$ cat src/core/tps_defs.svh
// Register map, field positions and codes for the test pattern and pin route block.
`ifndef TPS_DEFS_SVH
`define TPS_DEFS_SVH
`define TPS_IDX_CMPL 8'h27
`define TPS_IDX_PSEL 8'h3e
`define TPS_IDX_TXCTL 8'h48
`define TPS_ADDR_CMPL 12'h09c
`define TPS_ADDR_PSEL 12'h0f8
`define TPS_ADDR_TXCTL 12'h120
`define TPS_TE_EN_BIT 4
`define TPS_CFG_HI 3
`define TPS_TX_EN_BIT 4
`define TPS_TX_HI_BIT 5
`define TPS_TXSEL_HI 6
`define TPS_TXSEL_LO 4
`define TPS_RXSEL_HI 2
`define TPS_RXSEL_LO 0
`define TPS_RST16 16'h0000
`define TPS_TX_CLEAR 6'h20
`define TPS_TX_Z3 6'h23
`define TPS_TX_Z4 6'h26
`define TPS_ZC_NONE 5'h00
`define TPS_ZC_THREE 5'h03
`define TPS_ZC_FOUR 5'h04
`define TPS_TE_NLP 4'h0
`define TPS_TE_ONE 4'h1
`define TPS_TE_ZERO 4'h2
`define TPS_TE_REP1 4'h3
`define TPS_TE_RAND 4'h9
`endif

$ cat src/core/tps_pkg.sv
// Types shared by the test pattern and pin route block.
package tps_pkg;
    typedef enum logic [2:0] {
        TPS_PIN_NONE = 3'h0,
        TPS_PIN_RSV1 = 3'h1,
        TPS_PIN_RSV2 = 3'h2,
        TPS_PIN_LED = 3'h3,
        TPS_PIN_CRS = 3'h4,
        TPS_PIN_COL = 3'h5,
        TPS_PIN_INTPD = 3'h6,
        TPS_PIN_OFF = 3'h7
    } tps_pin_sel_t;
    typedef enum logic [2:0] {
        TPS_BUS_IDLE = 3'b001,
        TPS_BUS_WR = 3'b010,
        TPS_BUS_RD = 3'b100
    } tps_bus_state_t;
endpackage : tps_pkg

$ cat src/core/tps_top.sv
// Test pattern control and delimiter pulse pin routing with AHB-Lite access.
`timescale 1ns/100ps
`include "tps_defs.svh"
// How it works
// - Bit 4 of the compliance register enables 10BASE-Te patterns; resets to zero.
// - Low four bits of the compliance register pick the 10BASE-Te pattern; reset zero.
// - Codes 0000..0011 give NLP, single one, single zero, repetitive ones.
// - Code 1001 sends random 10BASE-Te data; other codes are ambiguous.
// - A separate enable bit 4 in the upper control register enables 100BASE-TX tests.
// - The 100BASE-TX code is bit 5 of that register above the four-bit field.
// - Code 10,0011 three zeros, 10,0110 four zeros, 10,0000 clears shift register.
// - Transmit pin select bits 6:4 route the transmit delimiter pulse; reset 000.
// - Codes 011 LED, 100 carrier sense, 101 collision; 001 and 010 reserved.
// - Code 110 routes to interrupt/power-down pin; 111 gives no pulse output.
// - Receive pin select bits 2:0 route the receive pulse with the same map.
module tps_top (
    input wire logic clk,
    input wire logic rst,
    input wire logic ce,
    input wire logic hsel,
    input wire logic [11:0] haddr,
    input wire logic [1:0] htrans,
    input wire logic hwrite,
    input wire logic [2:0] hsize,
    input wire logic [31:0] hwdata,
    input wire logic hready,
    output logic [31:0] hrdata,
    output logic hreadyout,
    output logic hresp,
    input wire logic tx_sfd_pulse,
    input wire logic rx_sfd_pulse,
    output logic te_test_en,
    output logic [3:0] te_pattern,
    output logic te_nlp,
    output logic te_single_one,
    output logic te_single_zero,
    output logic te_rep_ones,
    output logic te_random,
    output logic tx_test_en,
    output logic [5:0] tx_pattern,
    output logic [4:0] tx_zero_count,
    output logic tx_shift_clear,
    output logic led_output_pin,
    output logic crs_pin,
    output logic col_pin,
    output logic interrupt_powerdown_pin
);
    import tps_pkg::*;

    // Widths of the register words, the pin set and the pulse sources.
    localparam int REG_W = 16;
    localparam int CODE_W = 6;
    localparam int PIN_N = 4;
    localparam int SRC_N = 2;

    logic [REG_W-1:0] cmpl_q;
    logic [REG_W-1:0] psel_q;
    logic [REG_W-1:0] txctl_q;
    logic [CODE_W-1:0] tx_pattern_q;
    logic [CODE_W-1:0] tx_code;
    logic tx_en_prev_q;
    logic tx_en_rise;
    tps_bus_state_t st_q;
    tps_bus_state_t st_d;
    logic [11:0] addr_q;
    logic [11:0] addr_d;
    logic [31:0] hrdata_q;
    logic [31:0] rd_mux;
    logic [31:0] cmpl_word;
    logic [31:0] psel_word;
    logic [31:0] txctl_word;
    logic take;
    logic wr_phase;
    logic wr_cmpl;
    logic wr_psel;
    logic wr_txctl;
    logic [REG_W-1:0] wd;
    logic [REG_W-1:0] psel_wr_val;
    logic [SRC_N-1:0] sfd_in;
    wire logic [SRC_N-1:0] sfd_sync;
    logic [PIN_N-1:0] tx_route;
    logic [PIN_N-1:0] rx_route;
    wire logic [PIN_N-1:0] pin_out;

    // The slave never inserts wait states and always answers OKAY.
    assign hreadyout = 1'b1;
    assign hresp = 1'b0;
    assign hrdata = hrdata_q;
    assign take = hsel && hready && htrans[1];
    assign wd = hwdata[REG_W-1:0];
    assign addr_d = {haddr[11:2], 2'b00};

    // Each taken address phase opens one data phase.
    always_comb begin
        st_d = TPS_BUS_IDLE;
        if (take) begin
            st_d = hwrite ? TPS_BUS_WR : TPS_BUS_RD;
        end
    end

    // Bus phase state.
    always_ff @(posedge clk or posedge rst) begin
        if (rst) begin
            st_q <= TPS_BUS_IDLE;
        end else if (ce) begin
            st_q <= st_d;
        end
    end

    // Address of the transfer whose data phase comes next.
    always_ff @(posedge clk or posedge rst) begin
        if (rst) begin
            addr_q <= 12'h000;
        end else if (ce && take) begin
            addr_q <= addr_d;
        end
    end

    // Write strobes for the data phase that follows a write address phase.
    assign wr_phase = ce && st_q == TPS_BUS_WR;
    assign wr_cmpl = wr_phase && addr_q == `TPS_ADDR_CMPL;
    assign wr_psel = wr_phase && addr_q == `TPS_ADDR_PSEL;
    assign wr_txctl = wr_phase && addr_q == `TPS_ADDR_TXCTL;

    // Only the two select fields of the pin route register hold state.
    always_comb begin
        psel_wr_val = `TPS_RST16;
        psel_wr_val[`TPS_TXSEL_HI:`TPS_TXSEL_LO] =
            wd[`TPS_TXSEL_HI:`TPS_TXSEL_LO];
        psel_wr_val[`TPS_RXSEL_HI:`TPS_RXSEL_LO] =
            wd[`TPS_RXSEL_HI:`TPS_RXSEL_LO];
    end

    // Compliance test register.
    always_ff @(posedge clk or posedge rst) begin
        if (rst) begin
            cmpl_q <= `TPS_RST16;
        end else if (wr_cmpl) begin
            cmpl_q <= wd;
        end
    end

    // Pin route register.
    always_ff @(posedge clk or posedge rst) begin
        if (rst) begin
            psel_q <= `TPS_RST16;
        end else if (wr_psel) begin
            psel_q <= psel_wr_val;
        end
    end

    // Stand-in for the separate 100BASE-TX control register.
    always_ff @(posedge clk or posedge rst) begin
        if (rst) begin
            txctl_q <= `TPS_RST16;
        end else if (wr_txctl) begin
            txctl_q <= wd;
        end
    end

    // Read words with the unused upper half held at zero.
    assign cmpl_word = {{(32-REG_W){1'b0}}, cmpl_q};
    assign psel_word = {{(32-REG_W){1'b0}}, psel_q};
    assign txctl_word = {{(32-REG_W){1'b0}}, txctl_q};

    // Unmapped addresses read as zero.
    always_comb begin
        unique case (addr_d)
            `TPS_ADDR_CMPL: rd_mux = cmpl_word;
            `TPS_ADDR_PSEL: rd_mux = psel_word;
            `TPS_ADDR_TXCTL: rd_mux = txctl_word;
            default: rd_mux = 32'h0000_0000;
        endcase
    end

    // Read data is registered during the address phase.
    always_ff @(posedge clk or posedge rst) begin
        if (rst) begin
            hrdata_q <= 32'h0000_0000;
        end else if (ce && take && !hwrite) begin
            hrdata_q <= rd_mux;
        end
    end

    // The 100BASE-TX code keeps a zero between its high bit and the field.
    assign tx_code = {txctl_q[`TPS_TX_HI_BIT], 1'b0,
                      cmpl_q[`TPS_CFG_HI:0]};
    assign tx_en_rise = txctl_q[`TPS_TX_EN_BIT] && !tx_en_prev_q;

    // Delayed enable for the edge detection.
    always_ff @(posedge clk or posedge rst) begin
        if (rst) begin
            tx_en_prev_q <= 1'b0;
        end else if (ce) begin
            tx_en_prev_q <= txctl_q[`TPS_TX_EN_BIT];
        end
    end

    // A new code is taken only when the enable rises.
    always_ff @(posedge clk or posedge rst) begin
        if (rst) begin
            tx_pattern_q <= 6'h00;
        end else if (ce && tx_en_rise) begin
            tx_pattern_q <= tx_code;
        end
    end

    assign te_test_en = cmpl_q[`TPS_TE_EN_BIT];
    assign te_pattern = cmpl_q[`TPS_CFG_HI:0];
    assign tx_test_en = txctl_q[`TPS_TX_EN_BIT] && tx_en_prev_q;
    assign tx_pattern = tx_pattern_q;

    // Ambiguous 10BASE-Te codes decode to no pattern.
    always_comb begin
        te_nlp = 1'b0;
        te_single_one = 1'b0;
        te_single_zero = 1'b0;
        te_rep_ones = 1'b0;
        te_random = 1'b0;
        if (te_test_en) begin
            unique case (te_pattern)
                `TPS_TE_NLP: te_nlp = 1'b1;
                `TPS_TE_ONE: te_single_one = 1'b1;
                `TPS_TE_ZERO: te_single_zero = 1'b1;
                `TPS_TE_REP1: te_rep_ones = 1'b1;
                `TPS_TE_RAND: te_random = 1'b1;
                default: begin
                end
            endcase
        end
    end

    // Zeros that follow each one in the 100BASE-TX pattern.
    always_comb begin
        tx_zero_count = `TPS_ZC_NONE;
        tx_shift_clear = 1'b0;
        if (tx_test_en) begin
            unique case (tx_pattern_q)
                `TPS_TX_Z3: tx_zero_count = `TPS_ZC_THREE;
                `TPS_TX_Z4: tx_zero_count = `TPS_ZC_FOUR;
                `TPS_TX_CLEAR: tx_shift_clear = 1'b1;
                default: tx_zero_count = `TPS_ZC_NONE;
            endcase
        end
    end

    assign sfd_in = {rx_sfd_pulse, tx_sfd_pulse};

    // Delimiter pulses arrive from another timing domain.
    for (genvar s = 0; s < SRC_N; s++) begin : g_sync
        logic sync1_q;
        logic sync2_q;
        always_ff @(posedge clk or posedge rst) begin
            if (rst) begin
                sync1_q <= 1'b0;
                sync2_q <= 1'b0;
            end else if (ce) begin
                sync1_q <= sfd_in[s];
                sync2_q <= sync1_q;
            end
        end
        assign sfd_sync[s] = sync2_q;
    end

    // Maps one select code to the pin that it drives.
    function automatic logic [3:0] tps_route(input logic [2:0] sel,
                                              input logic p);
        logic [3:0] r;
        r = 4'h0;
        unique case (tps_pin_sel_t'(sel))
            TPS_PIN_LED: r[0] = p;
            TPS_PIN_CRS: r[1] = p;
            TPS_PIN_COL: r[2] = p;
            TPS_PIN_INTPD: r[3] = p;
            default: r = 4'h0;
        endcase
        return r;
    endfunction : tps_route

    assign tx_route = tps_route(psel_q[`TPS_TXSEL_HI:`TPS_TXSEL_LO],
                                sfd_sync[0]);
    assign rx_route = tps_route(psel_q[`TPS_RXSEL_HI:`TPS_RXSEL_LO],
                                sfd_sync[1]);

    // A pin carries either pulse when both fields route to it.
    for (genvar p = 0; p < PIN_N; p++) begin : g_pin
        logic pin_q;
        always_ff @(posedge clk or posedge rst) begin
            if (rst) begin
                pin_q <= 1'b0;
            end else if (ce) begin
                pin_q <= tx_route[p] | rx_route[p];
            end
        end
        assign pin_out[p] = pin_q;
    end

    assign led_output_pin = pin_out[0];
    assign crs_pin = pin_out[1];
    assign col_pin = pin_out[2];
    assign interrupt_powerdown_pin = pin_out[3];
endmodule : tps_top

$ cat config.mk
export PLATFORM = sky130hd
export DESIGN_NAME = tps_top
export DESIGN_NICKNAME = d
export VERILOG_FILES = /design/src/core/tps_pkg.sv /design/src/core/tps_top.sv
export VERILOG_INCLUDE_DIRS = /design/src /design/src/core
export SDC_FILE = /design/constraint.sdc
export NUM_CORES = 1
export LEC_CHECK = 0
export ABC_AREA = 1
export BUFFER_PORTS_ARGS = -buffer_cell sky130_fd_sc_hd__buf_4
export CORE_AREA = 2 2 88 90
export DETAILED_ROUTE_END_ITERATION = 12
export DIE_AREA = 0 0 90 92
export PLACE_DENSITY = 0.84
export SYNTH_ARGS = -nofsm -noshare
export SYNTH_HDL_FRONTEND = slang
export SYNTH_SLANG_ARGS = --single-unit
$ cat constraint.sdc
create_clock -name clk -period 4 [get_ports clk]
set_input_delay 0.4 -clock clk [delete_from_list [all_inputs] [get_ports clk]]
set_output_delay 0.4 -clock clk [all_outputs]
set_load 0.02 [all_outputs]
==> metrics.txt <==
initial antenna violation count=0; fmax=0.426 GHz; ys async rst share=100%; Layout Utilization=62.6%; delay-heaviest family, CP=simple AND/OR/NAND/NOR gates; post-DP HPWL=6340 µm; post-route ant nets=0; Worst-Skew Late Latency=between 300 and 400 ps; GR Layer Usage met2=between 30 and 40%; largest net degree at the start of global routing=82; clk buf depth=2; met3 Use GR=approximately 4.9%; final RePlAce weighted congestion=0.917; RSZ-0062 raised after global routing=false; total die area=~8300 µm²; post-synth design cell area=roughly 4000 µm²; Vias/cell=approximately 5.2; crit path capture type=flop; TritonRoute pass-1 iters=4; CTS Buf Count=9; gr usage total=roughly 23%; core area=between 7000 and 8000 µm²; die width=approximately 90 µm; Fin Hold WS=roughly 250 ps; startpoint types=flop; met1 Track Usage GR=a little under a third; max-cap violation count=0; Power Total=0.00164 W; nets=a little over 600; Iteration-0 DRC Markers=approximately 350; Largest stage delay, worst path=690 ps; CP Class=reg -> reg; part of the cycle the worst path needs=58.7%; CP arrival=roughly 2600 ps; Die Ht=between 90 and 100 µm; CP required=approximately 4200 ps; port bufs=74; synthesized-area fraction occupied by adder cells=0%; Synth Area in Compound Gates=under 10%; max-slew violations=0; Leakage=around 2.5 nW; synth warn=0; clock skew=~8.5 ps; Fin. Hold Viols=0; sequential-to-total area share from yosys stat=51.3%; Post-route DRC=0; Synth cell types=29; WL/cell=approximately 14 µm; Synth Area in Simple Gates=between 30% and 40%; Most Frequent Cell on Critical Path=nand2_1; global route overflow=0; Num Clock Sinks=roughly 80; via count=3454; Final setup violation count=0; largest family of logic cells by synthesized area=simple AND/OR/NAND/NOR gates; Worst path slowest cell=nand2_1; I/O Pins=between 100 and 150; Post-synth EDFFs=0; crit-path cells=nor2_1 > nand2_1 > nor2_1 > nand2_1 > nand2_1 > o21ai_1; # rows=32; FF+latch count, synth=81; Fillers=654; CTS tree=done; CP bufs+invs=0; Final min period=roughly 2300 ps; vias in the first global route=between 3000 and 4000; post-synthesis mux area share=0.285%; GRT busiest layer=met2; Post-CTS Hold Fix Bufs=0; starting density of the core=a little over half; crit-path max FO=22; worst slew pin tran=~1100 ps; synthesized area per cell=just over 8 µm²; setup TNS=0 ps; Inserted Diodes=0; xor and xnor area share after synthesis=0%; first-pass GRT wire length=approximately 15000 µm; cts repair resizes=0; Max VDD drop=0.275 mV; pwr dens=352 nW/µm²; clk root buf=clkbuf_8; number of setup buffers added after CTS=0; Synth Instances=slightly below 500; Worst Hold Class=in -> reg; synthesis-to-layout area growth=17.9%; htree depth=3; max_slew headroom=29.3%; Synth Flop Type=dfrtp_1; share of cells above drive strength 1=18.9%; Routed WL=roughly 9000 µm; status=finished, final reports clean; clk slew on worst S/H paths=about 80 ps
[final cells by class]
cell class | instances | area (µm²) | share of cell area [%]
clock inverters | 6 | 65.1 | 1.40
multi-input cells | 341 | 1550 | 33.3
inverters | 45 | 169 | 3.63
clock buffers | 10 | 138 | 2.95
repair buffers | 77 | 578 | 12.4
flip-flops and latches | 81 | 2030 | 43.5
well taps | 102 | 128 | 2.74
[state kept, by name, indices dropped and copies added, names as in the netlist]
name / flops
tx_pattern: 5
st_q: 3
col_pin: 1
hrdata: 16
g_sync.sync2_q: 2
led_output_pin: 1
psel_q: 6
interrupt_powerdown_pin: 1
cmpl_q: 16
txctl_q: 16
crs_pin: 1
tx_en_prev_q: 1
g_sync.sync1_q: 2
addr_q: 10
[final timing paths]
| path | startpoint | to | slack [ps] | cells past startpoint |
|---|---|---|---|---|
| max | addr_q[11] | txctl_q[0] | 1650 | 6 |
| min | tx_sfd_pulse | g_sync[0].sync1_q | 250 | 3 |
| max reg2reg | addr_q[11] | txctl_q[0] | 1650 | 6 |
| min reg2reg | cmpl_q[7] | cmpl_q[7] | 480 | 2 |
| max in group asynchronous | rst | txctl_q[0] | 3000 | 3 |
| min in group asynchronous | rst | st_q[1] | 340 | 3 |
[worst reg2reg max path, stage by stage (launching register included)]
cell,delay [ps]
dfrtp_1,430
nor2_1,120
nand2_1,70
nor2_1,590
nand2_1,690
nand2_1,230
o21ai_1,90
[per-layer routing]
metal	up-vias	wire, µm
met3	18	647
met4	0	189
met1	1640	3750
li1	1661	-
met2	135	4430
met5	-	0
[power breakdown]
part / switching, W / total, W / internal (W) / leakage [nW]
logic: 0.0000978 / 0.000147 / 0.0000494 / 1.30
clock network: 0.000315 / 0.000623 / 0.000308 / 0.103
registers: 0.0000249 / 0.000871 / 0.000846 / 1.10
total: 0.000438 / 0.00164 / 0.00120 / 2.50
[layout by cell type (no fill, tap or decap), types with 2 or more instances in the layout]
| master | count |
|---|---|
| nand2_1 | 171 |
| dfrtp_1 | 80 |
| buf_4 | 77 |
| nand3_1 | 47 |
| inv_1 | 43 |
| o21ai_0 | 23 |
| nor2_1 | 22 |
| conb_1 | 21 |
| nand4_1 | 18 |
| o21ai_1 | 12 |
| clkbuf_8 | 10 |
| nor2_2 | 4 |
| nor3_1 | 4 |
| a31oi_1 | 4 |
| nor4_1 | 4 |
| inv_2 | 2 |
| a21oi_1 | 2 |
| inv_6 | 2 |
| clkinv_2 | 2 |
[logic make-up after synthesis]
group	count (synthesis)
muxes	1
buffers and inverters	86
DFF	81
AOI/OAI and AO/OA	42
other	2
and+or+nand+nor	277
[metrics by stage]
stage / setup slack, ps / cells / instance area [µm²]
after floorplan: 1520 / 508 / 4020
after global placement: 1560 / 646 / 4460
after detailed placement: 1460 / 646 / 4460
after CTS: 1660 / 662 / 4660
after global routing: 1250 / 662 / 4660
final: 1650 / 662 / 4660
[synth_stat cells (all sizes together), types with 4 or more instances]
master | count | share of area, %
nor4 | 5 | 1.2
nor3 | 4 | 0.51
clkbuf | 6 | 0.57
nor2 | 27 | 3.2
dfrtp | 80 | 51
nand3 | 47 | 6.0
o21ai | 35 | 4.4
buf | 35 | 6.4
inv | 45 | 4.3
nand2 | 172 | 17
nand4 | 20 | 3.7
a31oi | 4 | 0.63
(Power assumes the default switching activity.)
